File: src/common/remote_status_map.vh
// constants for the remote status and port configuration block
`ifndef REMOTE_STATUS_MAP_VH
`define REMOTE_STATUS_MAP_VH
// device status word fields
`define DSW_UNITS_HI 15
`define DSW_UNITS_LO 12
`define DSW_PWR_LIM 8
`define DSW_CUR_LIM 7
`define DSW_LOCKOUT 6
`define DSW_LOCAL 5
`define DSW_REMOTE 4
`define DSW_OUT_DIS 1
`define DSW_OV_SHUT 0
// interface status word fields (serial layout, 16 bits)
`define ISB_PAR_EN 7
`define ISB_PAR_ODD 6
`define ISB_STOP2 5
`define ISB_DATA8 4
`define ISB_ECHO 11
`define ISB_HW_HS 9
`define ISB_SW_HS 8
// query codes
`define Q_STATUS 3'h0
`define Q_ISB 3'h1
`define Q_IDENT 3'h2
`define Q_PORT 3'h3
`define Q_VERSION 3'h4
// port kinds
`define PK_NONE 3'h0
`define PK_RS232 3'h1
`define PK_RS485 3'h2
`define PK_USB 3'h3
`define PK_GPIB 3'h4
`define PK_LAN 3'h5
// baud codes 0..9 map to 1200..115200
`define BAUD_CODES 4'ha
`define BAUD_RESET 4'h3
// parity, handshake, timeout codes
`define PAR_NONE 2'h0
`define PAR_ODD 2'h1
`define PAR_EVEN 2'h2
`define HS_NONE 2'h0
`define HS_HW 2'h1
`define HS_SW 2'h2
`define TMO_MAX 8'h64
`define TMO_RESET 8'h01
// response framing
`define RSP_MAX 6'h28
`endif

File: src/hw/port_cfg_slot.v
// one serial port configuration slot
`timescale 1ns/1ps
`include "remote_status_map.vh"
module port_cfg_slot (
  input wire mclk,
  input wire rst,
  input wire ce,
  input wire [2:0] kind,
  input wire wr,
  input wire [3:0] baud,
  input wire [1:0] parity,
  input wire data8,
  input wire stop2,
  input wire [1:0] hs,
  input wire echo,
  input wire [7:0] tmo,
  output reg [22:0] cfg_q,
  output reg rejected_q
);
  reg ok;
  ////////////////////////////////////////////////////////////////////////////////
  // validate a write against the port kind
  always @*
  begin
    ok = (baud < `BAUD_CODES) && (parity != 2'h3);
    if (kind == `PK_RS485)
      ok = ok && (tmo <= `TMO_MAX);
    else if (kind == `PK_RS232 || kind == `PK_USB)
      ok = ok && (hs != 2'h3);
    else
      ok = 1'b0; // bus and network ports take no settings
  end
  ////////////////////////////////////////////////////////////////////////////////
  // settings live only in flops, lost at power cycle until saved elsewhere
  always @(posedge mclk or posedge rst)
  begin
    if (rst)
    begin
      cfg_q <= {`BAUD_RESET, `PAR_NONE, 1'b1, 1'b0, `HS_NONE, 1'b0, `TMO_RESET, 4'h0};
      rejected_q <= 1'b0;
    end
    else if (ce && wr)
    begin
      rejected_q <= ~ok;
      if (ok)
        cfg_q <= {baud, parity, data8, stop2, hs, echo, tmo, 4'h0}; // live at once
    end
  end
endmodule // port_cfg_slot

File: src/hw/remote_status_cfg.v
// remote command response logic: status word, interface status, id, port config
`timescale 1ns/1ps
`include "remote_status_map.vh"
module remote_status_cfg #(
  parameter [7:0] ID_MFR = 8'h41,   // arbitrary identity letter
  parameter [7:0] ID_MODEL = 8'h42, // arbitrary identity letter
  parameter [7:0] ID_REV = 8'h31    // arbitrary revision digit
) (
  input wire mclk,
  input wire rst,
  input wire ce,
  input wire cmd_valid,
  input wire [2:0] cmd_query,
  input wire [1:0] cmd_port,
  input wire cmd_write,
  input wire [3:0] cmd_baud,
  input wire [1:0] cmd_parity,
  input wire cmd_data8,
  input wire cmd_stop2,
  input wire [1:0] cmd_hs,
  input wire cmd_echo,
  input wire [7:0] cmd_tmo,
  input wire [2:0] active_port,
  input wire [8:0] port_kinds,
  input wire [3:0] unit_count,
  input wire ms_enabled,
  input wire pwr_limit_pin,
  input wire cur_limit_pin,
  input wire front_panel_lockout,
  input wire local_mode,
  input wire out_disabled_pin,
  input wire overvoltage_shutdown_pin,
  input wire [7:0] isb_flags,
  input wire [3:0] baud_sel_unused,
  output reg busy_q,
  output reg rsp_valid_q,
  output reg [7:0] rsp_char_q,
  output reg rsp_last_q,
  output reg cmd_err_q,
  output reg [15:0] device_status_word_q,
  output reg [3:0] baud_live1_q,
  output reg [3:0] baud_live2_q,
  output reg [3:0] baud_live3_q
);
  ////////////////////////////////////////////////////////////////////////////////
  // pin synchronisers for asynchronous status inputs
  reg [7:0] s1_q;
  reg [7:0] s2_q;
  always @(posedge mclk or posedge rst)
  begin
    if (rst)
    begin
      s1_q <= 8'h00;
      s2_q <= 8'h00;
    end
    else if (ce)
    begin
      s1_q <= {ms_enabled, pwr_limit_pin, cur_limit_pin, front_panel_lockout,
               local_mode, out_disabled_pin, overvoltage_shutdown_pin, 1'b0};
      s2_q <= s1_q;
    end
  end
  wire ms_en = s2_q[7];

  ////////////////////////////////////////////////////////////////////////////////
  // device status word, reserved bits held at zero
  always @(posedge mclk or posedge rst)
  begin
    if (rst)
      device_status_word_q <= 16'h0000;
    else if (ce)
    begin
      device_status_word_q[15:12] <= ms_en ? unit_count : 4'h0;
      device_status_word_q[11:9] <= 3'h0;
      device_status_word_q[8] <= s2_q[6];
      device_status_word_q[7] <= s2_q[5];
      device_status_word_q[6] <= s2_q[4];
      device_status_word_q[5] <= s2_q[3];
      device_status_word_q[4] <= ~s2_q[3];
      device_status_word_q[3:2] <= 2'h0;
      device_status_word_q[1] <= s2_q[2];
      device_status_word_q[0] <= s2_q[1];
    end
  end

  ////////////////////////////////////////////////////////////////////////////////
  // three port slots
  wire [22:0] cfg [0:2];
  wire [2:0] rej;
  wire [2:0] wr_sel;
  genvar g;
  generate
    for (g = 0; g < 3; g = g + 1)
    begin : slot
      assign wr_sel[g] = ce && cmd_valid && !busy_q && cmd_query == `Q_PORT && cmd_write
                         && cmd_port == g + 1;
      port_cfg_slot u_slot (
        .mclk(mclk),
        .rst(rst),
        .ce(ce),
        .kind(port_kinds[3*g+2:3*g]),
        .wr(wr_sel[g]),
        .baud(cmd_baud),
        .parity(cmd_parity),
        .data8(cmd_data8),
        .stop2(cmd_stop2),
        .hs(cmd_hs),
        .echo(cmd_echo),
        .tmo(cmd_tmo),
        .cfg_q(cfg[g]),
        .rejected_q(rej[g])
      );
    end
  endgenerate

  // live baud codes, updated the cycle after the write lands
  always @(posedge mclk or posedge rst)
  begin
    if (rst)
    begin
      baud_live1_q <= `BAUD_RESET;
      baud_live2_q <= `BAUD_RESET;
      baud_live3_q <= `BAUD_RESET;
    end
    else if (ce)
    begin
      baud_live1_q <= cfg[0][22:19];
      baud_live2_q <= cfg[1][22:19];
      baud_live3_q <= cfg[2][22:19];
    end
  end

  ////////////////////////////////////////////////////////////////////////////////
  // response builder: text held in a small array, streamed out one char per cycle
  reg [7:0] buf_q [0:39];
  reg [5:0] len_q;
  reg [5:0] idx_q;
  reg [2:0] q_q;
  reg [1:0] p_q;
  reg [1:0] st_q;
  localparam ST_IDLE = 2'h0;
  localparam ST_LOAD = 2'h1;
  localparam ST_SEND = 2'h2;

  // serial interface status word from the active port's settings
  wire [1:0] ap = (active_port[1:0] == 2'h0) ? 2'h0 : active_port[1:0] - 2'h1;
  wire [22:0] acfg = cfg[ap];
  wire [2:0] akind = port_kinds[3*ap+:3];
  wire a_gpib = (akind == `PK_GPIB);
  // handshake and echo mean nothing on the multidrop port, so they read zero there
  wire a_p2p = (akind != `PK_RS485);
  wire [15:0] isb16 = {4'h0, acfg[12] & a_p2p, 1'b0,
                       (acfg[14:13] == `HS_HW) & a_p2p, (acfg[14:13] == `HS_SW) & a_p2p,
                       acfg[18:17] != `PAR_NONE, acfg[18:17] == `PAR_ODD,
                       acfg[15], acfg[16], isb_flags[3:0]};
  wire [15:0] qword = (q_q == `Q_STATUS) ? device_status_word_q
                      : (a_gpib ? {8'h00, isb_flags} : isb16);
  wire [4:0] nbits = (q_q == `Q_ISB && a_gpib) ? 5'h08 : 5'h10;
  wire [2:0] pk = port_kinds[3*p_q+:3];
  wire [22:0] pc = cfg[p_q];

  integer i;
  always @(posedge mclk or posedge rst)
  begin
    if (rst)
    begin
      st_q <= ST_IDLE;
      busy_q <= 1'b0;
      rsp_valid_q <= 1'b0;
      rsp_char_q <= 8'h00;
      rsp_last_q <= 1'b0;
      cmd_err_q <= 1'b0;
      len_q <= 6'h00;
      idx_q <= 6'h00;
      q_q <= 3'h0;
      p_q <= 2'h0;
    end
    else if (ce)
    begin
      case (st_q)
        ST_IDLE:
        begin
          rsp_valid_q <= 1'b0;
          rsp_last_q <= 1'b0;
          busy_q <= 1'b0; // drops only once the last character has stood its cycle
          if (cmd_valid && !busy_q)
          begin
            q_q <= cmd_query;
            p_q <= cmd_port - 2'h1;
            cmd_err_q <= (cmd_query == `Q_PORT && cmd_port == 2'h0) || cmd_query > `Q_VERSION;
            if (!(cmd_query == `Q_PORT && cmd_write) && cmd_query <= `Q_VERSION
                && !(cmd_query == `Q_PORT && cmd_port == 2'h0))
            begin
              busy_q <= 1'b1;
              st_q <= ST_LOAD;
            end
          end
        end
        ST_LOAD:
        begin
          for (i = 0; i < 40; i = i + 1)
            buf_q[i] <= 8'h20;
          idx_q <= 6'h00;
          case (q_q)
            `Q_STATUS, `Q_ISB:
            begin
              buf_q[0] <= 8'h53; // "S" then echo name
              buf_q[1] <= 8'h54;
              buf_q[2] <= (q_q == `Q_STATUS) ? 8'h41 : 8'h42;
              buf_q[3] <= 8'h2c;
              for (i = 0; i < 16; i = i + 1)
                if (i < nbits)
                  buf_q[4+i] <= qword[nbits-1-i] ? 8'h31 : 8'h30; // msb first
              len_q <= 6'h04 + {1'b0, nbits};
            end
            `Q_IDENT:
            begin
              buf_q[0] <= 8'h49;
              buf_q[1] <= 8'h44;
              buf_q[2] <= 8'h2c;
              buf_q[3] <= ID_MFR;
              buf_q[4] <= 8'h2c;
              buf_q[5] <= ID_MODEL;
              buf_q[6] <= 8'h2c;
              buf_q[7] <= ID_REV;
              len_q <= 6'h08;
            end
            `Q_VERSION:
            begin
              buf_q[0] <= ID_REV;
              len_q <= 6'h01;
            end
            default:
            begin
              // port query: echo, kind digit, then baud code digit and the other settings as letters and digits
              buf_q[0] <= 8'h50;
              buf_q[1] <= 8'h43;
              buf_q[2] <= 8'h31 + {6'h00, p_q};
              buf_q[3] <= 8'h2c;
              if (pk == `PK_NONE)
              begin
                buf_q[4] <= 8'h45; // empty indication
                len_q <= 6'h05;
              end
              else if (pk == `PK_GPIB || pk == `PK_LAN)
              begin
                buf_q[4] <= 8'h30 + {5'h00, pk}; // type only
                len_q <= 6'h05;
              end
              else
              begin
                buf_q[4] <= 8'h30 + {5'h00, pk};
                buf_q[5] <= 8'h2c;
                buf_q[6] <= 8'h30 + {4'h0, pc[22:19]};
                buf_q[7] <= 8'h2c;
                buf_q[8] <= (pc[18:17] == `PAR_ODD) ? 8'h4f
                            : (pc[18:17] == `PAR_EVEN ? 8'h45 : 8'h4e);
                buf_q[9] <= 8'h2c;
                buf_q[10] <= pc[16] ? 8'h38 : 8'h37;
                buf_q[11] <= 8'h2c;
                buf_q[12] <= pc[15] ? 8'h32 : 8'h31;
                buf_q[13] <= 8'h2c;
                if (pk == `PK_RS485)
                begin
                  buf_q[14] <= 8'h30 + {4'h0, pc[11:8]}; // timeout hex
                  buf_q[15] <= 8'h30 + {4'h0, pc[7:4]};
                  len_q <= 6'h10;
                end
                else
                begin
                  buf_q[14] <= (pc[14:13] == `HS_HW) ? 8'h48
                               : (pc[14:13] == `HS_SW ? 8'h53 : 8'h4e);
                  buf_q[15] <= 8'h2c;
                  buf_q[16] <= pc[12] ? 8'h45 : 8'h4e;
                  len_q <= 6'h11;
                end
              end
            end
          endcase
          st_q <= ST_SEND;
        end
        ST_SEND:
        begin
          rsp_valid_q <= 1'b1;
          rsp_char_q <= buf_q[idx_q];
          rsp_last_q <= (idx_q == len_q - 6'h01);
          idx_q <= idx_q + 6'h01;
          if (idx_q == len_q - 6'h01)
          begin
            st_q <= ST_IDLE;
          end
        end
        default:
          st_q <= ST_IDLE;
      endcase
    end
  end
endmodule // remote_status_cfg

File: config.mk
export PLATFORM = sky130hd
export DESIGN_NAME = remote_status_cfg
export DESIGN_NICKNAME = d
export VERILOG_FILES = /design/src/hw/port_cfg_slot.v /design/src/hw/remote_status_cfg.v
export VERILOG_INCLUDE_DIRS = /design/src /design/src/common
export SDC_FILE = /design/constraint.sdc
export NUM_CORES = 1
export LEC_CHECK = 0
export ABC_AREA = 1
export BUFFER_PORTS_ARGS = -buffer_cell sky130_fd_sc_hd__buf_4
export CORE_UTILIZATION = 45
export CTS_CLUSTER_DIAMETER = 50
export CTS_CLUSTER_SIZE = 20
export DETAILED_ROUTE_END_ITERATION = 7
export HOLD_SLACK_MARGIN = 0.02
export SYNTH_ARGS = -nofsm -noshare
export SYNTH_HDL_FRONTEND = slang
export SYNTH_SLANG_ARGS = --single-unit
export TNS_END_PERCENT = 1
File: constraint.sdc
create_clock -name mclk -period 4.5 [get_ports mclk]
set_input_delay 0 -clock mclk [delete_from_list [all_inputs] [get_ports mclk]]
set_output_delay 0 -clock mclk [all_outputs]
set_load 0.02 [all_outputs]
-- Yosys cells after proc, flatten, opt, wreduce, memory -nomap -nowiden
Memories as Yosys holds them, arrays and structs flattened. A register that Yosys moved wholly into a read port is not among the register bits.
Index checks and enable logic that the tools add are counted.
- add/sub/neg operators: 26
- $mul: 2
- order comparisons: 38
- equality and inequality tests: 36
- shifts and indexed selects: 2
- mux-type cells: 266
- bitwise operators: 56
- reduce and logical (&&, ||, !) cells: 74
- operators with widths (kind ; count):
    32-bit by 5-bit < comparator with 1-bit output (second input constant) ; 16
    7-bit two-way mux ; 50
    32-bit by 4-bit subtractor with 32-bit output (second input constant) ; 7
    1-bit two-way mux ; 171
    32-bit by 3-bit subtractor with 32-bit output (second input constant) ; 4
    23-bit binary-select mux with 2-bit select ; 2
    1-bit binary-select mux with 4-bit select ; 16
    32-bit by 2-bit subtractor with 32-bit output (second input constant) ; 2
    1-bit OR ; 50
    23-bit two-way mux ; 2
    1-bit logical AND ; 45
    4-bit by 5-bit < comparator with 1-bit output (first input constant) ; 8
    19-bit two-way mux ; 2
    32-bit by 1-bit subtractor with 32-bit output (second input constant) ; 1
    3-bit by 2-bit equality test with 1-bit output (second input constant) ; 9
    5-bit two-way mux ; 5
    6-bit by 4-bit adder with 7-bit output (first input constant) ; 3
    3-bit by 5-bit < comparator with 1-bit output (first input constant) ; 4
    4-bit two-way mux ; 5
    6-bit case mux with 3 select lines ; 1
    9-bit by 5-bit variable part select with 3-bit output ; 2
    16-bit two-way mux ; 1
    2-bit AND reduction ; 8
    2-bit by 1-bit equality test with 1-bit output (second input constant) ; 6
    other kinds (39) ; 80
- bits in registers: 125
- bits in writable memories: 280
- logic and storage cells: 520
- memories: 1
- memory list (name ; depth ; width ; read ports ; clocked after Yosys merged registers in ; write ports ; line ; source):
    buf_q ; 40 ; 7 ; 1 ; 1 ; 40 ; remote_status_cfg.v:135 ; reg [7:0] buf_q [0:39];

-- Longest topological paths before layout
Gate-level depths: netlist of run 1.
- word-level depth: 19
- depth in mapped cells: 14
- gate-level depth less buffers: 14

-- By module
A second synthesis of run 1 with hierarchy kept.
- cell total of the unflattened synthesis: 1262
- area, all modules: 10535.1 µm²
- modules (own cells, without submodules) (module ; instances ; cells an instance ; area an instance (µm²) ; sequential area each (µm²)):
    remote_status_cfg ; 1 ; 932 ; 7753.7 ; 3896.2
    port_cfg_slot ; 3 ; 110 ; 927.1 ; 505.5

-- Least setup slack after synthesis of run 1
No wires, ideal clock.
- path kind: in2reg
- start: in rst
- end: mem buf_q[12][0] in the netlist's numbering, data pin
- data arrival time: 3.575 ns
- data required time: 4.244 ns
- path slack: 0.669 ns
- cell stages on the path: 8
- buffers on the path: 0
- path through: inv_1 > nand2_4 > nor2_4 > inv_4 > nor2_8 > nand2_1 > o21ai_1 > a21oi_1
- RTL lines (what ; line ; source):
    from (decl) ; remote_status_cfg.v:10 ; input wire rst,
    to (decl) ; remote_status_cfg.v:135 ;

==> out/results.ini, run 1 <==
[outcome]
outcome=completed

[clock_tree]
cts_htree_levels=4
path_clk_slew_ps=80
cts_setup_buffers=0
cts_root_buffer=clkbuf_16
cts_tree=yes
cts.sinks=199
cts_buffers=17
cts.path.max_buffers=2
clk_latency_ps=450

[synth]
synthMuxAreaShare=0.00101
ys_ff_latch=199
syn_area_mm2=0.00989
yosysWarnings=0
yosys.area_share.adder=0.0190
async_flop_share=0.613
synth.avg_cell_area_um2=8.55
synth_simple_gate_area_frac=0.230
synth_compound_area_frac=0.124
ys_types=53
netlist_instances=1156
synthXorXnorAreaFrac=0.00354
synth-edff-count=72
synth_top_family_by_area=simple AND/OR/NAND/NOR gates
synth_ff_type=dfrtp_1
yosysSeqAreaShare=0.540

[grt]
grt_pass1_wl_mm=43.1
grt_pass1_vias=7901
grt_overflow=0
antenna_found_initial=0
grt_use_total=0.253
grt_max_degree=73

[timing]
timing.final.ws_setup_ps=1830
drv_slew=0
hold_viol=0
tightest_slew_ps=1110
finClkSkew_ps=14.9
whs_ps=48.3
period_share=0.592
grt_setup_unrepaired=false
finalSetupTns_ps=0
max_freq_mhz=375
setup_viol=0
min_period_ps=2670
timing.slew.headroom=0.258

[setup_path]
arrival_ps=2870
crit_required_ps=4710
crit_path_end=buf_q[14][0]$_SDFFCE_PN0P_
reg2reg_depth=14
r2r_end=buf_q[14][0]$_SDFFCE_PN0P_
crit_path_start_kind=flip-flop
critPathCaptureType=flip-flop
crit_type=flip-flop to flip-flop
rrSetupSlack_ps=1830
startpoint=st_q[1]$_DFFE_PP0P_
r2r_start=st_q[1]$_DFFE_PP0P_
critPathMaxFanout=18

[die]
die_h_um=150
io_pins=104
initial_core_util=0.465
core.rowCount=53
die-area_mm2=0.0226
core_mm2=0.0213
die_x_um=150

[drt]
num_vias=8113
highest_layer=met4
wl_met3_mm=1.22
vias_per_cell=5.19
drt-initial-drc-count=652
ant_nets=0
wl_per_cell_um=17.1
wl_met1_mm=12.6
drtPass1Iterations=5
wl_mm=26.8
drc=0
routed-wl-met2_mm=12.5

[power]
ir_drop_mv=0.296
p_switching_uw=2130
p_total_uw=5560
leakage_uw=0.00553
power.density_mw_per_mm2=471
seqPwrFrac=0.406
combPwrFrac=0.313
clkPwrFrac=0.281
swShare=0.382
intPower_uw=3440

[finish]
instances_no_fill=1563
fillers=1955
drive_above_1_share=0.159
areaGrowthSynthToFinish_pct=19.3
final_cell_mix=333 x nand2_1, 143 x o21ai_0, 124 x inv_1
n_antenna_cell=0
final_common_cell=nand2_1
nNetsFinal=1354

[flow_run]
maxCapViolCount=0

[placed_design]
place.gp.congestion=0.846
port_buffers=92
dp.final_hpwl_mm=19.0
dp_slack_ps=1850
numPlacedInstances=1484

[hold_path]
worstHoldPathType=input pin to flip-flop

## how the worst min path moves through the flow
stage | from | end | slack (ps) | depth (start not counted)
6_report | isb_flags[0] | buf_q[19][0]$_DFFE_PP_ | 50 | 3
3_3_place_gp | overvoltage_shutdown_pin | s1_q[1]$_DFFE_PP0P_ | 210 | 3
5_1_grt | isb_flags[0] | buf_q[19][0]$_DFFE_PP_ | 40 | 3
2_1_floorplan | cmd_query[0] | q_q[0]$_DFFE_PP0P_ | 120 | 2
3_5_place_dp | overvoltage_shutdown_pin | s1_q[1]$_DFFE_PP0P_ | 220 | 3
4_1_cts | isb_flags[0] | buf_q[19][0]$_DFFE_PP_ | 40 | 3
## through the flow
stage | utilization | area, um2
floorplan | - | 9910
global placement | 0.504 | 10700
detailed placement | 0.504 | 10700
CTS | 0.554 | 11800
global route | 0.554 | 11800
finish | 0.554 | 11800
## state kept, by name, indices dropped and copies added, names as in the netlist
| register | cells |
|---|---|
| baud_live1_q | 4 |
| baud_live2_q | 4 |
| baud_live3_q | 4 |
| buf_q | 77 |
| busy_q | 1 |
| cmd_err_q | 1 |
| device_status_word_q | 11 |
| idx_q | 6 |
| len_q | 4 |
| p_q | 2 |
| q_q | 3 |
| rsp_char_q | 7 |
| rsp_last_q | 1 |
| rsp_valid_q | 1 |
| s1_q | 7 |
| s2_q | 7 |
| slot.u_slot.cfg_q | 57 |
| st_q | 2 |
## routing by layer
metal  track usage  vias to the layer above
met2         0.403                      217
met5             0                        -
met4        0.0687                        0
li1              -                     4010
met1         0.355                     3853
met3        0.0455                       33
## power by group through the flow
stage | registers [uW] | logic, uW | clock network, uW
2_1_floorplan | 2300 | 1130 | 0
3_3_place_gp | 2290 | 1690 | 0
3_5_place_dp | 2300 | 1710 | 0
4_1_cts | 2260 | 1750 | 1590
5_1_grt | 2290 | 1940 | 1650
6_report | 2260 | 1740 | 1560
## cell type report
cell class              instances  area (um2)  area share
inverters                     138         529      0.0448
flip-flops and latches        199        5340       0.452
well taps                     275         344      0.0292
multi-input cells             772        3760       0.319
clock buffers                  18         439      0.0372
repair buffers                147        1220       0.103
clock inverters                14         168      0.0142
## kinds of logic after synthesis
family	after synthesis
flops	199
other cells	1
compound gates	221
xor+xnor	4
mux	1
fa+ha+maj	15
buf+inv	190
simple gates	525
## critical path, cell delays in order, from the launching register on
cell and delay [ps]:
dfrtp_1 380, inv_1 80, ha_1 180, nand2_1 110, clkinv_2 130, nand2_4 230
inv_2 170, nand2_1 480, inv_2 170, nand2_4 190, nand2_2 80, o21ai_1 70
inv_1 50, nand2_1 50, nand2_1 40
## Yosys cell counts, drive strengths merged (5+ instances only)
library cell	instances	area, um2
dfxtp	5	100
dfrtp	104	2600
clkbuf	23	90.1
inv	137	522
nand2	347	1370
a21oi	28	140
buf	29	194
o211ai	6	45.0
edfxtp	72	2160
a31oi	7	58.8
ha	15	188
nand4	7	43.8
a22oi	11	82.6
or2	8	50.1
nand3	73	390
o22ai	6	37.5
nor2	79	350
dfstp	18	473
o21ai	151	767
## repair_timing
action                                  in CTS  in global routing
resized for setup                            0                  0
endpoints found under the setup margin       0                  0
hold buffers                                47                  0
endpoints found under the hold margin      136                  0
Note: power is estimated with default switching activity, not from simulation.
==> inputs of run 2 (changes only) <==
- clock period: 4.5 -> 2.7 ns (I/O delays scaled with it)
==> out/results.ini, run 2 (synthesized netlist as in run 1, its figures left out) <==
[outcome]
outcome=completed

[placed_design]
place.gp.congestion=0.859  ; +1.5%
dp.final_hpwl_mm=19.4  ; +2.1%
port_buffers=92  ; unchanged
placed_cell_area_mm2=0.0108  ; +1.1%
numPlacedInstances=1497  ; +0.88%

[timing]
min_period_ps=2290  ; -375 ps
tightest_slew_ps=655  ; -456 ps
hold_viol=0  ; unchanged
grt_setup_unrepaired=false
timing.slew.headroom=0.563  ; +0.305
period_share=0.848  ; +0.256
finalSetupTns_ps=0  ; unchanged
whs_ps=32.2  ; -16.2 ps
drv_slew=0  ; unchanged
max_freq_mhz=437  ; +16%
setup_viol=0  ; unchanged
finClkSkew_ps=13.5  ; -1.41 ps

[hold_path]
worstHoldPathType=input pin to flip-flop

[finish]
nNetsFinal=1358  ; +0.30%
instances_no_fill=1567  ; +0.26%
largest_reg_flops=77  ; unchanged
drive_above_1_share=0.169  ; +0.00957
final_common_cell=nand2_1
utilization=0.554  ; about the same
design_area_mm2=0.0118  ; about the same
final_cell_mix=332 x nand2_1, 143 x o21ai_0, 124 x inv_1
top_regs=buf_q: 77 flops, slot.u_slot.cfg_q: 57 flops, device_status_word_q: 11 flops
n_antenna_cell=0  ; unchanged
largest_register=buf_q
areaGrowthSynthToFinish_pct=19.3  ; about the same

[drt]
drt-initial-drc-count=617  ; -5.4%
drtPass1Iterations=5  ; unchanged
wl_mm=26.6  ; -0.53%
drc=0  ; unchanged
wl_per_cell_um=17.0  ; -0.78%
ant_nets=0  ; unchanged
vias_per_cell=5.12  ; -1.4%
num_vias=8021  ; -1.1%

[die]
die-area_mm2=0.0226  ; unchanged
core_mm2=0.0213  ; unchanged
die_x_um=150  ; unchanged
die_h_um=150  ; unchanged
core.rowCount=53  ; unchanged
io_pins=104  ; unchanged
initial_core_util=0.465  ; unchanged

[clock_tree]
cts.sinks=199  ; unchanged
cts_tree=yes
cts_setup_buffers=0  ; unchanged
cts_hold_buf=38  ; -19%
cts.path.max_buffers=2  ; unchanged
clk_latency_ps=440  ; about the same
cts_root_buffer=clkbuf_16
path_clk_slew_ps=80  ; about the same
ctsResizeCount=0  ; unchanged
cts_buffers=17  ; unchanged
cts_htree_levels=4  ; unchanged

[setup_path]
crit_required_ps=2900  ; -1810 ps
worstPathCellList=inv_2 > nand2_2 > inv_1 > a32oi_1 > inv_1 > ha_1 > a22o_1
slowest_delay_ps=500  ; +20 ps
arrival_ps=2490  ; -380 ps
path_common_cell=inv_1
critPathMaxFanout=10  ; -8
critPathCaptureType=flip-flop
crit_family=compound AO/OA/AOI/OAI gates
crit_type=flip-flop to flip-flop
crit_path_start_kind=flip-flop
cpMaxStageDelayCell=dfrtp_1
critPathBufInv=3  ; -2

[power]
ir_drop_mv=0.357  ; +21%
combPwrFrac=0.323  ; +0.010
clkPwrFrac=0.273  ; -0.008
leakage_uw=0.00555  ; +0.45%
seqPwrFrac=0.404  ; -0.002
intPower_uw=5730  ; +67%
swShare=0.380  ; -0.00214
power.density_mw_per_mm2=784  ; +66%
p_switching_uw=3510  ; +65%

[grt]
grt_pass1_wl_mm=42.6  ; -1.2%
grt_use_total=0.251  ; -0.00273
grt_pass1_vias=7793  ; -1.4%
antenna_found_initial=0  ; unchanged
grt_max_degree=123  ; +68%
grt_overflow=0  ; unchanged

[flow_run]
maxCapViolCount=0  ; unchanged

==> run 2: worst reg2reg max path: stages (launching register included) <==
cell and delay, ps:
dfrtp_1 500, inv_2 170, nand2_2 280, inv_1 220, a32oi_1 310, inv_1 110, ha_1 280, a22o_1 200
==> run 2: worst paths after layout <==
path                       slack [ps]                     start  cells after the start                         end
setup reg to reg                  410        p_q[0]$_DFFE_PP0P_                      7  buf_q[14][2]$_SDFFCE_PN0P_
hold reg to reg                   470  buf_q[1][6]$_SDFFE_PP1P_                      2    buf_q[1][6]$_SDFFE_PP1P_
max in group asynchronous        1800                       rst                      4   rsp_char_q[1]$_DFFE_PP0P_
setup / recovery                  410        p_q[0]$_DFFE_PP0P_                      7  buf_q[14][2]$_SDFFCE_PN0P_
hold / removal                     30              isb_flags[3]                      3  buf_q[16][0]$_SDFFCE_PN0P_
min in group asynchronous         400                       rst                      4         s1_q[5]$_DFFE_PP0P_
==> run 2: cell type report <==
cell class              instances  area [um2]
clock buffers                  17         425
clock inverters                15         150
fillers                      1978        9490
inverters                     138         533
multi-input cells             772        3760
flip-flops and latches        199        5340
well taps                     275         344
repair buffers                151        1240
==> run 2: per-stage QoR <==
step,worst slack [ps],total power [uW]
floorplan,-323,5720
global placement,520,6690
detailed placement,474,6730
CTS,445,9290
global route,286,9760
finish,409,9250
==> run 2: per-layer routing <==
| metal | GRT usage | vias up | wire length [um] |
|---|---|---|---|
| li1 | - | 4008 | - |
| met4 | 0.0646 | 0 | 340 |
| met1 | 0.352 | 3768 | 12700 |
| met5 | 0 | - | 0 |
| met2 | 0.404 | 220 | 12500 |
| met3 | 0.0388 | 25 | 1080 |
==> run 2: power by group through the flow <==
stage / sequential (uW) / combinational (uW) / clock [uW]
2_1_floorplan: 3840 / 1880 / 0
3_3_place_gp: 3790 / 2900 / 0
3_5_place_dp: 3800 / 2930 / 0
4_1_cts: 3740 / 2980 / 2570
5_1_grt: 3790 / 3300 / 2670
6_report: 3740 / 2990 / 2520
